<file path="src/rtl/csf_pkg.sv">
// Constants for the clock source status and interrupt flag block
package csf_pkg;

    // Number of event/status positions handled by the block
    localparam int unsigned FLAG_W = 12;

    // Register byte offsets on the bus
    localparam logic [7:0] OFS_INT_ENABLE_CLEAR = 8'h00;
    localparam logic [7:0] OFS_INT_ENABLE_SET   = 8'h04;
    localparam logic [7:0] OFS_INT_FLAG         = 8'h08;
    localparam logic [7:0] OFS_POWER_CLOCK_STAT = 8'h0c;

    // Values after reset
    localparam logic [31:0] RST_POWER_CLOCK_STAT = 32'h0000_0000;
    localparam logic [31:0] RST_INT_FLAG         = 32'h0000_0000;
    localparam logic [31:0] RST_INT_ENABLE       = 32'h0000_0000;

    // Bit positions shared by status, flag and enable registers
    localparam int unsigned BIT_CRYSTAL_MAIN_READY  = 0;
    localparam int unsigned BIT_CRYSTAL_32KHZ_READY = 1;
    localparam int unsigned BIT_RC_32KHZ_READY      = 2;
    localparam int unsigned BIT_RC_8MHZ_READY       = 3;
    localparam int unsigned BIT_FLL_SYNC_READY      = 4;
    localparam int unsigned BIT_FLL_OUT_OF_BOUNDS   = 5;
    localparam int unsigned BIT_FLL_FINE_LOCK       = 6;
    localparam int unsigned BIT_FLL_COARSE_LOCK     = 7;
    localparam int unsigned BIT_FLL_REF_CLK_STOPPED = 8;
    localparam int unsigned BIT_BROWNOUT_READY      = 9;
    localparam int unsigned BIT_BROWNOUT_DETECTED   = 10;
    localparam int unsigned BIT_BROWNOUT_SYNC_BUSY  = 11;

    // Bits per byte lane, used to find the lane that carries each flag bit
    localparam int unsigned LANE_W = 8;

    // Cycles from a taken request to ack
    localparam int unsigned ACK_LATENCY = 1;

endpackage : csf_pkg

</file>
<file path="src/rtl/csf_edge_flag.sv">
// One sticky flag set by a rising edge of a sampled status level
`timescale 1ns/1ns
module csf_edge_flag (
    input  wire logic clk_i,
    input  wire logic rst_i,
    input  wire logic level_i,
    input  wire logic clear_i,
    output logic      level_o,
    output logic      flag_o
);

    typedef struct packed {
        logic level_reg;
        logic flag_reg;
    } csf_edge_state_t;

    csf_edge_state_t st_reg;
    csf_edge_state_t st_next;

    always_comb begin
        st_next           = st_reg;
        st_next.level_reg = level_i;
        // Set beats clear so an edge in the clearing cycle is kept
        if (level_i && !st_reg.level_reg) begin
            st_next.flag_reg = 1'b1;
        end else if (clear_i) begin
            st_next.flag_reg = 1'b0;
        end
    end

    always_ff @(posedge clk_i) begin
        if (rst_i) begin
            st_reg <= '0;
        end else begin
            st_reg <= st_next;
        end
    end

    assign level_o = st_reg.level_reg;
    assign flag_o  = st_reg.flag_reg;

endmodule : csf_edge_flag

</file>
<file path="src/rtl/csf_status_flags.sv">
// Clock source status register, sticky ready flags and interrupt request
// Summary of operation
// - FLL ready rising edge sets flag, irq
// - 8 MHz RC ready edge sets flag
// - 32 kHz RC ready edge sets flag
// - 32 kHz crystal ready edge sets flag
// - Main crystal ready edge sets flag
// - Write one clears flag, zero ignored
// - Status register read-only, resets zero
// - Bit 11 shows brownout sync busy
// - Bit 10 shows brownout detection
// - Bit 9 shows brownout monitor ready
// - Bit 8 shows FLL reference stopped
// - Bit 7 shows FLL coarse lock
// - Bit 6 shows FLL fine lock
// - Bit 5 shows FLL out of bounds
// - Bit 4 shows FLL register sync state
// - Bits 3..0 show oscillator ready levels
// - Enable set writes ones only
// - Flag register at 0x08, upper zero
`timescale 1ns/1ns
module csf_status_flags #(
    parameter int unsigned ADDR_W = 8
) (
    input  wire logic              clk_i,
    input  wire logic              rst_i,
    // Classic Wishbone slave
    input  wire logic              wb_cyc_i,
    input  wire logic              wb_stb_i,
    input  wire logic              wb_we_i,
    input  wire logic [ADDR_W-1:0] wb_adr_i,
    input  wire logic [3:0]        wb_sel_i,
    input  wire logic [31:0]       wb_dat_i,
    output logic      [31:0]       wb_dat_o,
    output logic                   wb_ack_o,
    // Status levels from the oscillators, the loop and the brownout monitor
    input  wire logic              crystal_main_ready_i,
    input  wire logic              crystal_32khz_ready_i,
    input  wire logic              rc_32khz_ready_i,
    input  wire logic              rc_8mhz_ready_i,
    input  wire logic              fll_sync_ready_i,
    input  wire logic              fll_out_of_bounds_i,
    input  wire logic              fll_fine_lock_i,
    input  wire logic              fll_coarse_lock_i,
    input  wire logic              fll_ref_clock_stopped_i,
    input  wire logic              brownout_ready_i,
    input  wire logic              brownout_detected_i,
    input  wire logic              brownout_sync_busy_i,
    // Interrupt request
    output logic                   irq_o
);

    localparam int unsigned FW = csf_pkg::FLAG_W;

    typedef struct packed {
        logic          ack_reg;
        logic [31:0]   dat_reg;
        logic [FW-1:0] enable_reg;
        logic          irq_reg;
    } csf_state_t;

    csf_state_t st_reg;
    csf_state_t st_next;

    logic [FW-1:0] status_in;
    logic [FW-1:0] status_level;
    logic [FW-1:0] flag_level;
    logic [FW-1:0] flag_clear;
    logic [FW-1:0] wr_mask;
    logic [FW-1:0] wr_ones;
    logic [7:0]    reg_ofs;
    logic          req_new;
    logic          wr_new;

    // Gather the status levels in register bit order
    always_comb begin
        status_in = '0;
        status_in[csf_pkg::BIT_CRYSTAL_MAIN_READY]  = crystal_main_ready_i;
        status_in[csf_pkg::BIT_CRYSTAL_32KHZ_READY] = crystal_32khz_ready_i;
        status_in[csf_pkg::BIT_RC_32KHZ_READY]      = rc_32khz_ready_i;
        status_in[csf_pkg::BIT_RC_8MHZ_READY]       = rc_8mhz_ready_i;
        // loop sync level passed through unchanged
        status_in[csf_pkg::BIT_FLL_SYNC_READY]      = fll_sync_ready_i;
        status_in[csf_pkg::BIT_FLL_OUT_OF_BOUNDS]   = fll_out_of_bounds_i;
        status_in[csf_pkg::BIT_FLL_FINE_LOCK]       = fll_fine_lock_i;
        status_in[csf_pkg::BIT_FLL_COARSE_LOCK]     = fll_coarse_lock_i;
        status_in[csf_pkg::BIT_FLL_REF_CLK_STOPPED] = fll_ref_clock_stopped_i;
        status_in[csf_pkg::BIT_BROWNOUT_READY]      = brownout_ready_i;
        status_in[csf_pkg::BIT_BROWNOUT_DETECTED]   = brownout_detected_i;
        status_in[csf_pkg::BIT_BROWNOUT_SYNC_BUSY]  = brownout_sync_busy_i;
    end

    // Bus decode; a request is taken once, in the cycle before ack
    assign req_new = wb_cyc_i && wb_stb_i && !st_reg.ack_reg;
    assign wr_new  = req_new && wb_we_i;
    assign reg_ofs = 8'(wb_adr_i);

    // Byte enables gate each flag and enable bit by its lane
    always_comb begin
        wr_mask = '0;
        for (int i = 0; i < FW; i++) begin
            wr_mask[i] = wb_sel_i[i / csf_pkg::LANE_W];
        end
        wr_ones = wb_dat_i[FW-1:0] & wr_mask;
    end

    assign flag_clear = (wr_new && reg_ofs == csf_pkg::OFS_INT_FLAG) ? wr_ones : '0;

    // edge flags sampled in this clock
    genvar g;
    generate
        for (g = 0; g < FW; g++) begin : g_flag
            csf_edge_flag u_flag (
                .clk_i   (clk_i),
                .rst_i   (rst_i),
                .level_i (status_in[g]),
                .clear_i (flag_clear[g]),
                .level_o (status_level[g]),
                .flag_o  (flag_level[g])
            );
        end
    endgenerate

    always_comb begin
        st_next = st_reg;
        // Ack for one cycle per request, then drop
        st_next.ack_reg = req_new;
        if (req_new) begin
            st_next.dat_reg = '0;
            if (!wb_we_i) begin
                case (reg_ofs)
                    csf_pkg::OFS_INT_ENABLE_CLEAR,
                    csf_pkg::OFS_INT_ENABLE_SET: begin
                        st_next.dat_reg[FW-1:0] = st_reg.enable_reg;
                    end
                    csf_pkg::OFS_INT_FLAG: begin
                        st_next.dat_reg[FW-1:0] = flag_level;
                    end
                    csf_pkg::OFS_POWER_CLOCK_STAT: begin
                        st_next.dat_reg[FW-1:0] = status_level;
                    end
                    default: begin
                        st_next.dat_reg = '0;
                    end
                endcase
            end
        end
        if (wr_new) begin
            case (reg_ofs)
                csf_pkg::OFS_INT_ENABLE_CLEAR: begin
                    st_next.enable_reg = st_reg.enable_reg & ~wr_ones;
                end
                csf_pkg::OFS_INT_ENABLE_SET: begin
                    st_next.enable_reg = st_reg.enable_reg | wr_ones;
                end
                // Status writes and unmapped writes are dropped
                default: begin
                    st_next.enable_reg = st_reg.enable_reg;
                end
            endcase
        end
        st_next.irq_reg = |(flag_level & st_reg.enable_reg);
    end

    always_ff @(posedge clk_i) begin
        if (rst_i) begin
            st_reg            <= '0;
            st_reg.enable_reg <= csf_pkg::RST_INT_ENABLE[FW-1:0];
        end else begin
            st_reg <= st_next;
        end
    end

    assign wb_ack_o = st_reg.ack_reg;
    assign wb_dat_o = st_reg.dat_reg;
    assign irq_o    = st_reg.irq_reg;

endmodule : csf_status_flags

</file>
<file path="config.mk">
export PLATFORM = sky130hd
export DESIGN_NAME = csf_status_flags
export DESIGN_NICKNAME = d
export VERILOG_FILES = /design/src/rtl/csf_pkg.sv /design/src/rtl/csf_edge_flag.sv /design/src/rtl/csf_status_flags.sv
export SDC_FILE = /design/constraint.sdc
export NUM_CORES = 1
export LEC_CHECK = 0
export BUFFER_PORTS_ARGS = -buffer_cell sky130_fd_sc_hd__buf_2
export CAP_MARGIN = 20
export CORE_ASPECT_RATIO = 1.1
export CORE_UTILIZATION = 45
export CTS_CLUSTER_DIAMETER = 100
export CTS_CLUSTER_SIZE = 24
export DETAILED_ROUTE_END_ITERATION = 8
export PLACE_DENSITY = 0.87
export SETUP_SLACK_MARGIN = 0.02
export SYNTH_ARGS = -nofsm -noshare
export SYNTH_HDL_FRONTEND = slang
export SYNTH_SLANG_ARGS = --single-unit
</file>
<file path="constraint.sdc">
create_clock -name clk_i -period 1.67 [get_ports clk_i]
set_input_delay 0.4175 -clock clk_i [delete_from_list [all_inputs] [get_ports clk_i]]
set_output_delay 0.4175 -clock clk_i [all_outputs]
set_load 0.01 [all_outputs]
</file>
-- After elaboration in Yosys (flattened, before gate mapping)
Cells that the tools add are included.
- flip-flop bits (word level): 70
- muxes and demuxes: 28
- reduce and logical (&&, ||, !) cells: 46
- equality and inequality tests: 3
- bitwise logic cells: 5
- operators by type and width (operator ; count):
    AND 12 bit ; 3
    case mux 12 bit (3 select lines) ; 1
    nonzero test 2 bit ; 13
    two-way mux 1 bit ; 24
    two-way mux 12 bit ; 2
    case mux 12 bit (2 select lines) ; 1
    == test 8 x 4 -> 1 bit, second input constant ; 2
    logical AND 1 bit ; 16
    zero test 1 bit ; 13
    NOT 12 bit ; 1
    bitwise OR 12 bit ; 1
    OR reduction 12 bit ; 1
    == test 8 x 3 -> 1 bit, second input constant ; 1
    zero test 8 bit ; 1
    AND reduction 2 bit ; 1
    OR reduction 2 bit ; 1

-- Logic depth before layout (Yosys ltp)
Gate-level depths: netlist (run 1).
- depth after elaboration: 7
- depth in mapped cells: 5
- gate-level depth less buffers: 3

-- Cells and area by module
From an unflattened synthesis (run 1), not the netlist that was laid out.
- cells, all modules: 285
- area, all modules: 2617.5 um^2
- modules (own cells, without submodules) (module ; cells each ; instances ; sequential area each (um^2) ; area an instance (um^2)):
    csf_status_flags ; 213 ; 1 ; 520.5 ; 1806.7
    csf_edge_flag ; 6 ; 12 ; 40.0 ; 67.6

-- Worst setup path before layout (run 1)
OpenSTA, ideal clock, no wires.
- path kind: input-to-reg
- from: in wb_adr_i[7]
- to: reg (tool-made name)
- path buffers: 2
- stages on the path: 5
- setup slack: -0.073 ns
- required time: 1.598 ns
- data arrival time: 1.671 ns
- cells stage by stage: or4_4 > buf_6 > buf_6 > nor4_2 > mux2i_1
- RTL lines (element ; line ; RTL):
    start: declaration ; csf_status_flags.sv:31 ; input wire logic [ADDR_W-1:0] wb_adr_i,

==> insert_results.sql, run 1 <==
INSERT INTO impl_metrics (metric_group, metric, value, unit) VALUES
('status', 'status', 'completed', ''),
('setup_path', 'critical_path_class', 'primary input to register', ''),
('setup_path', 'critPathArrivalTime', '1.90', 'ns'),
('floorplan', 'ios', '95', ''),
('power_and_ir_drop', 'power.ir.vdd_worst', '0.407', 'mV'),
('logic_synthesis', 'synth-seq-cells', '50', ''),
('floorplan', 'die_w', '76.0', 'um'),
('sta', 'worst_slack', '0.0195', 'ns'),
('routing', 'drt_pre_antenna_iters', '4', ''),
('routing', 'postRouteAntennaNets', '0', ''),
('sta', 'final_period_minus_worst_setup_slack', '1.65', 'ns'),
('setup_path', 'reg2reg_setup_slack', '0.09', 'ns'),
('final_layout', 'post-route-cell-area', '3220', 'sq um'),
('placed_design', 'place_area', '3080', 'sq um'),
('power_and_ir_drop', 'power.switching_fraction', '0.263', ''),
('routing', 'wl_per_cell', '14.8', 'um'),
('final_layout', 'multiInputGateArea', '1470', 'sq um'),
('power_and_ir_drop', 'power_density', '792', 'nW/um^2'),
('final_layout', 'drive_above_1_share', '0.318', ''),
('setup_path', 'timing.critical_path.slowest_stage_cell', 'or4_4', ''),
('floorplan', 'die_boundary_height', '83.4', 'um'),
('clocking', 'clk_pin_slew', '0.09', 'ns'),
('logic_synthesis', 'syn-mean-instance-area', '9.22', 'sq um'),
('routing', 'vias', '2238', ''),
('grt', 'global_route.overflow_total', '0', ''),
('setup_path', 'timing.critical_path.max_delay_family', 'simple AND/OR/NAND/NOR gates', ''),
('grt', 'track_usage', '0.204', ''),
('sta', 'max-slew-margin-rel', '0.651', ''),
('final_layout', 'fillers', '487', ''),
('setup_path', 'crit_buf_inv', '2', ''),
('routing', 'wl', '6230', 'um'),
('flow_run', 'timing.max_cap.violations', '0', ''),
('clocking', 'hold_buffers', '0', ''),
('clocking', 'cts_buffers', '5', ''),
('grt', 'largest_net_degree_at_the_start_of_global_routing', '17', ''),
('routing', 'met3_length', '309', 'um'),
('logic_synthesis', 'fraction_of_the_yosys_area_taken_by_sequential_cells', '0.369', ''),
('power_and_ir_drop', 'power.total', '2.55', 'mW'),
('sta', 'setup_viol_count_final', '0', ''),
('clocking', 'cts.sinks', '50', ''),
('placed_design', 'dp_hpwl', '4660', 'um'),
('floorplan', 'placement_rows', '29', ''),
('sta', 'slew_violations', '0', ''),
('setup_path', 'crit_path_max_incr_delay', '0.64', 'ns'),
('sta', 'rsz0062_at_grt', 'yes', ''),
('routing', 'drt-vias-per-instance', '5.33', ''),
('setup_path', 'timing.critical_path.from_type', 'primary input', ''),
('sta', 'finClkSkew', '0.00653', 'ns'),
('setup_path', 'crit_path_cell_trace', 'buf_6 -> or4_4 -> buf_12 -> nor4_1 -> mux2i_1', ''),
('hold_path', 'min-delay-path-class', 'primary input to register', ''),
('floorplan', 'die_area', '6340', 'sq um'),
('floorplan', 'core_region_area', '5810', 'sq um'),
('clocking', 'ctsLongestPathBuffers', '2', ''),
('power_and_ir_drop', 'power_leakage', '1.40', 'nW'),
('sta', 'fmax', '606', 'MHz'),
('placed_design', 'finalWeightedCongestion', '0.834', ''),
('routing', 'route.detailed.drc', '0', ''),
('final_layout', 'antennaDiodeCount', '0', ''),
('routing', 'drt_iter0_markers', '111', ''),
('placed_design', 'detailedPlace.worstSlack', '-0.275', 'ns'),
('power_and_ir_drop', 'internal_power', '1.88', 'mW'),
('power_and_ir_drop', 'power_switching', '0.670', 'mW'),
('sta', 'fraction_of_the_cycle_the_final_worst_path_needs', '0.988', ''),
('grt', 'grt_first_pass_wirelength', '10300', 'um'),
('clocking', 'worstSkewPairLatency', '0.31', 'ns'),
('placed_design', 'port_buffers', '52', ''),
('setup_path', 'worstPathRequired', '1.92', 'ns'),
('setup_path', 'cp-end-kind', 'register', ''),
('grt', 'antenna_found_initial', '0', ''),
('power_and_ir_drop', 'clkPwrFrac', '0.332', ''),
('sta', 'tns', '0', 'ns');
cell usage after synthesis:
master / n / area, sq um
nand2_1: 9 / 33.8
a221oi_1: 3 / 26.3
and2_1: 7 / 43.8
nor4_1: 6 / 37.5
clkbuf_1: 14 / 52.6
nand2b_1: 20 / 125
inv_1: 12 / 45.0
nor4_2: 6 / 75.1
or2_2: 1 / 6.26
or4_4: 1 / 11.3
buf_2: 3 / 15.0
a22oi_1: 4 / 30.0
nor4b_4: 1 / 23.8
buf_1: 2 / 7.51
o41ai_1: 4 / 35.0
a211oi_1: 1 / 7.51
o21ai_0: 7 / 35.0
dfxtp_1: 50 / 1000
buf_6: 3 / 33.8
a21oi_1: 14 / 70.1
a31oi_1: 1 / 6.26
nor2_1: 14 / 52.6
a22o_1: 5 / 43.8
a2bb2oi_1: 7 / 61.3
nor2b_1: 17 / 106
conb_1: 1 / 3.75
a22o_2: 10 / 100
buf_4: 32 / 240
nand3b_1: 2 / 15.0
nor4_4: 1 / 21.3
mux2i_1: 24 / 240
nand4b_1: 12 / 105
cells by family after synthesis:
| family | synth area share |
|---|---|
| AOI/OAI and AO/OA | 0.153 |
| buffers and inverters | 0.145 |
| DFF | 0.369 |
| muxes | 0.0886 |
| other | 0.00138 |
| and+or+nand+nor | 0.242 |
power by group through the flow:
stage	registers, mW	logic (mW)	clock network, mW
global route	1.31	0.442	0.902
finish	1.30	0.404	0.846
detailed placement	1.33	0.394	0
floorplan	1.31	0.301	0
CTS	1.30	0.396	0.850
global placement	1.32	0.383	0
per-layer routing:
layer | up-vias | track usage
met2 | 72 | 0.358
li1 | 1076 | -
met4 | 0 | 0.0839
met3 | 14 | 0.0374
met1 | 1076 | 0.243
met5 | - | 0
cells in the final DEF (no fill, tap or decap), drive strengths merged:
master,n
nand4b,12
or4,1
dfxtp,50
inv,12
conb,20
nor4b,1
and2,7
nor4,13
nor2b,17
a22o,15
buf,76
a31oi,1
o21ai,7
nand2,9
a211oi,1
or2,1
a22oi,4
nor2,14
a2bb2oi,7
a221oi,3
bufinv,1
o41ai,4
mux2i,24
clkbuf,5
nand2b,20
a21oi,14
nand3b,2
clkinv,2
worst paths after layout:
check                       from                        end  depth (start not counted)
max reg2reg             wb_ack_o    g_flag[7].u_flag.flag_o                          5
min reg2reg          wb_dat_o[2]                wb_dat_o[2]                          1
min          brownout_detected_i  g_flag[10].u_flag.level_o                          2
max                  wb_adr_i[4]                   register                          5
stage by stage:
| stage | hold WS, ns | cells | util |
|---|---|---|---|
| after floorplan | 0.451 | 313 | - |
| after global placement | 0.461 | 411 | 0.531 |
| after detailed placement | 0.467 | 411 | 0.531 |
| after CTS | 0.362 | 419 | 0.550 |
| after global routing | 0.356 | 420 | 0.555 |
| final | 0.359 | 420 | 0.555 |
worst reg2reg max path: stages (launching register included):
cell	delay (ns)
dfxtp_1	0.33
nand3b_1	0.28
buf_12	0.24
nor4_4	0.32
buf_4	0.21
o21ai_0	0.09
timing repair:
action / 4_1_cts / 5_1_grt
endpoints found under the setup margin: 0 / 16
buffers inserted: 0 / 1
gates resized for setup: 0 / 2
layout make-up:
type / count / area share
clock buffers: 5 / 0.0214
flip-flops and latches: 50 / 0.311
clock inverters: 3 / 0.0124
repair buffers: 76 / 0.154
multi-input cells: 197 / 0.457
well taps: 77 / 0.0299
inverters: 12 / 0.0140
(Power assumes the default switching activity.)
==> inputs of run 2 (changes only) <==
Settings changed: BUFFER_PORTS_ARGS -buffer_cell sky130_fd_sc_hd__buf_2 to unset, CORE_UTILIZATION 45 to 57, DONT_BUFFER_PORTS set to 1, PLACE_DENSITY 0.87 to 0.86.
==> run 2 against run 1 <==
Combinational power is 30% lower. First-iteration DRC count is 72% higher. Hold slack worse by 0.18 ns. Register-to-register slack better by 0.05 ns. Wire length is 7.9% lower. Design area is 13% lower. Highest routed layer unchanged.
==> insert_results.sql, run 2 (synthesized netlist as in run 1, its figures left out) <==
INSERT INTO impl_metrics (metric_group, metric, value, unit) VALUES
('sta', 'final_period_minus_worst_setup_slack', '1.55', 'ns'),
('setup_path', 'timing.critical_path.from_type', 'primary input', ''),
('status', 'status', 'completed', ''),
('clocking', 'worstSkewPairLatency', '0.31', 'ns'),
('setup_path', 'worstPathRequired', '1.90', 'ns'),
('power_and_ir_drop', 'power.ir.vdd_worst', '0.607', 'mV'),
('sta', 'finClkSkew', '0.0112', 'ns'),
('final_layout', 'layout.cells.most_common_list', 'dfxtp_1 (50), mux2i_1 (24), nand2b_1 (20), conb_1 (20), nor2b_1 (16)', ''),
('setup_path', 'cp-end-kind', 'register', ''),
('setup_path', 'timing.critical_path.slowest_stage_cell', 'or4_4', ''),
('power_and_ir_drop', 'power_switching', '0.604', 'mW'),
('final_layout', 'antennaDiodeCount', '0', ''),
('routing', 'drt_iter0_markers', '191', ''),
('sta', 'rsz0062_at_grt', 'no', ''),
('placed_design', 'place_area', '2690', 'sq um'),
('clocking', 'ctsLongestPathBuffers', '2', ''),
('setup_path', 'critical_path_class', 'primary input to register', ''),
('final_layout', 'finish.net_count', '336', ''),
('final_layout', 'final_cell_count_no_fill', '330', ''),
('sta', 'tns', '0', 'ns'),
('floorplan', 'initial_utilization', '0.610', ''),
('setup_path', 'critPathArrivalTime', '1.78', 'ns'),
('clocking', 'tritoncts', 'done', ''),
('grt', 'grt_first_pass_wirelength', '8870', 'um'),
('sta', 'setup_viol_count_final', '0', ''),
('power_and_ir_drop', 'power_frac_comb', '0.116', ''),
('routing', 'postRouteAntennaNets', '0', ''),
('grt', 'largest_net_degree_at_the_start_of_global_routing', '42', ''),
('sta', 'hold_ws', '0.181', 'ns'),
('power_and_ir_drop', 'internal_power', '1.83', 'mW'),
('setup_path', 'critical_path_peak_fanout', '12', ''),
('setup_path', 'timing.critical_path.max_delay_family', 'simple AND/OR/NAND/NOR gates', ''),
('setup_path', 'path_depth', '4', ''),
('hold_path', 'hold_path_startpoint', 'rst_i', ''),
('grt', 'antenna_found_initial', '0', ''),
('floorplan', 'die_w', '67.8', 'um'),
('setup_path', 'crit_buf_inv', '1', ''),
('placed_design', 'finalWeightedCongestion', '0.774', ''),
('routing', 'drt_pre_antenna_iters', '4', ''),
('floorplan', 'core_region_area', '4440', 'sq um'),
('setup_path', 'worst_flop_to_flop_path_startpoint', 'wb_ack_o', ''),
('routing', 'vias', '1951', ''),
('clocking', 'clk_pin_slew', '0.09', 'ns'),
('setup_path', 'ff_to_ff_path_depth', '4', ''),
('power_and_ir_drop', 'p_seq_frac', '0.535', ''),
('setup_path', 'crit_path_cell_trace', 'or4_4 -> buf_12 -> nor4_4 -> mux2i_1', ''),
('routing', 'wl', '5730', 'um'),
('floorplan', 'die_boundary_height', '74.3', 'um'),
('floorplan', 'ios', '95', ''),
('routing', 'drt-vias-per-instance', '5.91', ''),
('power_and_ir_drop', 'clkPwrFrac', '0.349', ''),
('hold_path', 'min_delay_worst_endpoint', 'wb_ack_o', ''),
('sta', 'max-slew-margin-rel', '0.658', ''),
('clocking', 'cts_buffers', '5', ''),
('floorplan', 'die_area', '5040', 'sq um'),
('setup_path', 'crit_path_max_incr_delay', '0.66', 'ns'),
('placed_design', 'numPlacedInstances', '322', ''),
('final_layout', 'drive_above_1_share', '0.152', ''),
('power_and_ir_drop', 'power_leakage', '1.10', 'nW'),
('power_and_ir_drop', 'power.switching_fraction', '0.248', ''),
('clocking', 'cts.sinks', '50', ''),
('grt', 'number_of_global_route_vias_before_repair', '1816', ''),
('sta', 'slew_violations', '0', ''),
('final_layout', 'regArea', '1000', 'sq um'),
('sta', 'transition_time_at_the_pin_with_the_least_slew_margin', '0.513', 'ns'),
('placed_design', 'port_buffers', '0', ''),
('final_layout', 'fillers', '380', ''),
('sta', 'fmax', '647', 'MHz'),
('setup_path', 'reg2reg_setup_slack', '0.14', 'ns'),
('final_layout', 'multiInputGateArea', '1470', 'sq um'),
('final_layout', 'layout_commonest_cell', 'dfxtp_1', ''),
('hold_path', 'worst_hold_path_stage_count', '1', ''),
('clocking', 'htree_num_levels', '2', ''),
('grt', 'global_route.overflow_total', '0', ''),
('clocking', 'cts.root.buffer_cell', 'clkbuf_8', ''),
('flow_run', 'timing.max_cap.violations', '0', ''),
('floorplan', 'placement_rows', '25', ''),
('sta', 'fraction_of_the_cycle_the_final_worst_path_needs', '0.926', ''),
('final_layout', 'areaGrowthSynthToFinish', '3.28', '%'),
('power_and_ir_drop', 'power_density', '868', 'nW/um^2'),
('clocking', 'post_cts.repair.setup_buffers', '0', ''),
('hold_path', 'min-delay-path-class', 'primary input to register', ''),
('grt', 'track_usage', '0.241', ''),
('routing', 'wl_per_cell', '17.4', 'um'),
('final_layout', 'post-route-cell-area', '2800', 'sq um'),
('sta', 'finalHoldViolations', '0', ''),
('routing', 'route.detailed.drc', '0', ''),
('placed_design', 'dp_hpwl', '3950', 'um');
## run 2: timing repair
action | in CTS | in global routing
hold endpoints to repair | 0 | 0
setup endpoints to repair | 0 | 12
resized for setup | 0 | 1
hold buffers | 0 | 0
## run 2: metrics by stage
stage                     power (mW)  worst slack [ns]   util
final                           2.43             0.124  0.630
after global routing            2.54            0.0304  0.630
after CTS                       2.44            0.0892  0.630
after detailed placement        1.60            -0.171  0.605
after global placement          1.59            -0.148  0.605
after floorplan                 1.61           -0.0696      -
## run 2: per-layer routing
metal	up-vias	track usage	wire length, um
li1	947	-	-
met1	920	0.300	2500
met2	70	0.391	2780
met3	14	0.0675	329
met4	0	0.0969	125
met5	-	0	0
## run 2: worst max-delay path by stage
| stage | start | endpoint |
|---|---|---|
| 2_1_floorplan | wb_adr_i[7] | register |
| 3_3_place_gp | wb_adr_i[7] | register |
| 3_5_place_dp | wb_adr_i[7] | register |
| 4_1_cts | wb_ack_o | wb_dat_o[6] |
| 5_1_grt | wb_ack_o | register |
| 6_report | wb_adr_i[7] | register |
## run 2: area by class of cell
type	count	area share
multi-input combinational	197	0.526
sequential	50	0.357
timing repair buffer	9	0.0375
clock buffer	5	0.0246
tap	54	0.0241
inverter	12	0.0161
clock inverter	3	0.0143
## run 2: power by group through the flow
stage / logic (mW) / registers, mW / clock network, mW
finish: 0.282 / 1.30 / 0.848
global route: 0.310 / 1.31 / 0.921
CTS: 0.281 / 1.30 / 0.861
detailed placement: 0.277 / 1.33 / 0
global placement: 0.269 / 1.32 / 0
floorplan: 0.301 / 1.31 / 0
==> inputs of run 3 (changes only) <==
Settings changed: CORE_UTILIZATION 57 to 60, PLACE_DENSITY 0.86 to 0.87.
Clock period 1.67 ns to 1.7 ns, I/O delays scaled along.
==> run 3 against run 2 <==
Register-to-register slack improved by 0.06 ns. Critical path depth did not move. Via count rose by 1.3%. Global-route usage up 1.5 points. Sequential share of layout area is 0.74 points lower. Clock skew is 0.0031 ns lower. Sequential cell count unchanged. First-iteration DRC count down 23%. Sequential power barely moved. Clock power grew 19%. Clock-buffer cell count stayed put. Wire length decreased by 0.45%. Largest power group unchanged.
==> insert_results.sql, run 3 (synthesized netlist as in run 1, its figures left out) <==
INSERT INTO impl_metrics (metric_group, metric, value, unit) VALUES
('setup_path', 'timing.critical_path.slowest_stage_cell', 'or4_4', ''),
('setup_path', 'crit_buf_inv', '1', ''),
('floorplan', 'die_area', '4790', 'sq um'),
('clocking', 'post_cts.repair.setup_buffers', '0', ''),
('floorplan', 'ios', '95', ''),
('setup_path', 'crit_path_start', 'wb_adr_i[7]', ''),
('final_layout', 'antennaDiodeCount', '0', ''),
('clocking', 'htree_num_levels', '2', ''),
('power_and_ir_drop', 'power.total', '2.57', 'mW'),
('placed_design', 'finalWeightedCongestion', '0.840', ''),
('floorplan', 'initial_utilization', '0.628', ''),
('floorplan', 'die_boundary_height', '72.5', 'um'),
('power_and_ir_drop', 'power_density', '900', 'nW/um^2'),
('grt', 'antenna_found_initial', '0', ''),
('sta', 'setup_viol_count_final', '0', ''),
('setup_path', 'timing.critical_path.max_delay_family', 'simple AND/OR/NAND/NOR gates', ''),
('routing', 'postRouteAntennaNets', '0', ''),
('final_layout', 'fillers', '363', ''),
('sta', 'finalHoldViolations', '0', ''),
('setup_path', 'cp-end-kind', 'register', ''),
('final_layout', 'regArea', '1000', 'sq um'),
('clocking', 'clk_pin_slew', '0.10', 'ns'),
('sta', 'max-slew-margin-rel', '0.656', ''),
('power_and_ir_drop', 'power.ir.vdd_worst', '0.681', 'mV'),
('final_layout', 'layout_commonest_cell', 'dfxtp_1', ''),
('placed_design', 'numPlacedInstances', '326', ''),
('routing', 'drt-vias-per-instance', '5.92', ''),
('clocking', 'cts.root.buffer_cell', 'clkbuf_8', ''),
('final_layout', 'areaGrowthSynthToFinish', '5.45', '%'),
('final_layout', 'layout.cells.most_common_list', 'dfxtp_1 (50), mux2i_1 (24), nand2b_1 (20), conb_1 (20), nor2b_1 (16)', ''),
('setup_path', 'critPathArrivalTime', '1.78', 'ns'),
('setup_path', 'worst_flop_to_flop_path_startpoint', 'wb_ack_o', ''),
('clocking', 'cts.sinks', '50', ''),
('grt', 'number_of_global_route_vias_before_repair', '1843', ''),
('setup_path', 'crit_path_max_incr_delay', '0.66', 'ns'),
('hold_path', 'hold_path_startpoint', 'rst_i', ''),
('hold_path', 'min-delay-path-class', 'primary input to register', ''),
('sta', 'rsz0062_at_grt', 'no', ''),
('grt', 'global_route.overflow_total', '0', ''),
('setup_path', 'critical_path_peak_fanout', '14', ''),
('setup_path', 'critical_path_class', 'primary input to register', ''),
('sta', 'hold_ws', '0.178', 'ns'),
('sta', 'fmax', '648', 'MHz'),
('setup_path', 'crit_path_cell_trace', 'or4_4 -> buf_12 -> nor4_4 -> mux2i_1', ''),
('routing', 'wl', '5710', 'um'),
('grt', 'grt_first_pass_wirelength', '9180', 'um'),
('floorplan', 'die_w', '66.1', 'um'),
('grt', 'track_usage', '0.257', ''),
('sta', 'slew_violations', '0', ''),
('floorplan', 'placement_rows', '25', ''),
('final_layout', 'finish.net_count', '340', ''),
('placed_design', 'port_buffers', '0', ''),
('placed_design', 'dp_hpwl', '4000', 'um'),
('power_and_ir_drop', 'power_leakage', '1.12', 'nW'),
('final_layout', 'drive_above_1_share', '0.164', ''),
('clocking', 'cts_buffers', '5', ''),
('routing', 'vias', '1976', ''),
('final_layout', 'final_cell_count_no_fill', '334', ''),
('status', 'status', 'completed', ''),
('setup_path', 'timing.critical_path.from_type', 'primary input', ''),
('routing', 'drt_pre_antenna_iters', '4', ''),
('setup_path', 'worstPathRequired', '1.94', 'ns'),
('sta', 'fraction_of_the_cycle_the_final_worst_path_needs', '0.908', ''),
('routing', 'wl_per_cell', '17.1', 'um'),
('clocking', 'ctsLongestPathBuffers', '2', ''),
('sta', 'transition_time_at_the_pin_with_the_least_slew_margin', '0.516', 'ns'),
('routing', 'drt_iter0_markers', '148', ''),
('sta', 'finClkSkew', '0.00810', 'ns'),
('flow_run', 'timing.max_cap.violations', '0', ''),
('grt', 'largest_net_degree_at_the_start_of_global_routing', '42', ''),
('clocking', 'tritoncts', 'done', ''),
('clocking', 'worstSkewPairLatency', '0.31', 'ns'),
('sta', 'final_period_minus_worst_setup_slack', '1.54', 'ns'),
('final_layout', 'final_core_util', '0.662', ''),
('final_layout', 'multiInputGateArea', '1470', 'sq um'),
('floorplan', 'core_region_area', '4320', 'sq um'),
('routing', 'route.detailed.drc', '0', '');
[run 3: cell count changes in the layout (fill, tap and decap cells not counted)]
cell and change:
buf_4 +4, bufinv_16 +1, clkinv_2 -2, clkinv_4 +1
[run 3: routing by layer]
metal  wire (um)  GRT usage  vias up
met1        2470      0.328      941
met2        2800      0.416       76
met3         352     0.0723        7
met4          87     0.0804        0
met5           0          0        -
li1            -          -      952
[run 3: final timing paths]
path / to / slack, ns / cells after the start
setup / recovery: register / 0.16 / 4
hold / removal: g_flag[11].u_flag.level_o / 0.18 / 1
setup reg to reg: register / 0.20 / 5
hold reg to reg: register / 0.50 / 2
[run 3: timing repair]
| action | in CTS | in global routing |
|---|---|---|
| hold buffers | 0 | 0 |
| setup endpoints to repair | 0 | 12 |
| gates resized for setup | 0 | 1 |
[run 3: area by class of cell]
type | instances | share of cell area
Tap cell | 54 | 0.0236
Timing Repair Buffer | 13 | 0.0473
Inverter | 12 | 0.0158
Clock inverter | 3 | 0.0241
Multi-Input combinational cell | 197 | 0.515
Sequential cell | 50 | 0.350
Clock buffer | 5 | 0.0241
[run 3: worst reg2reg max path, cell delays in order, from the launching register on]
cell and delay, ns:
dfxtp_1 0.33, nand3b_1 0.20, buf_12 0.18, buf_4 0.20, nor4_4 0.31, mux2i_1 0.22
[run 3: power breakdown]
group	internal [mW]	switching [mW]	leakage, nW
Clock	0.590	0.421	0.0683
Sequential	1.23	0.0488	0.411
Combinational	0.135	0.148	0.644
Total	1.96	0.618	1.12
[run 3: metrics by stage]
stage / area [sq um] / setup TNS (ns) / setup WS, ns
floorplan: 2880 / -0.630 / -0.0471
global placement: 2720 / -2.61 / -0.115
detailed placement: 2720 / -3.43 / -0.166
CTS: 2860 / 0 / 0.0266
global route: 2860 / 0 / 0.141
finish: 2860 / 0 / 0.156
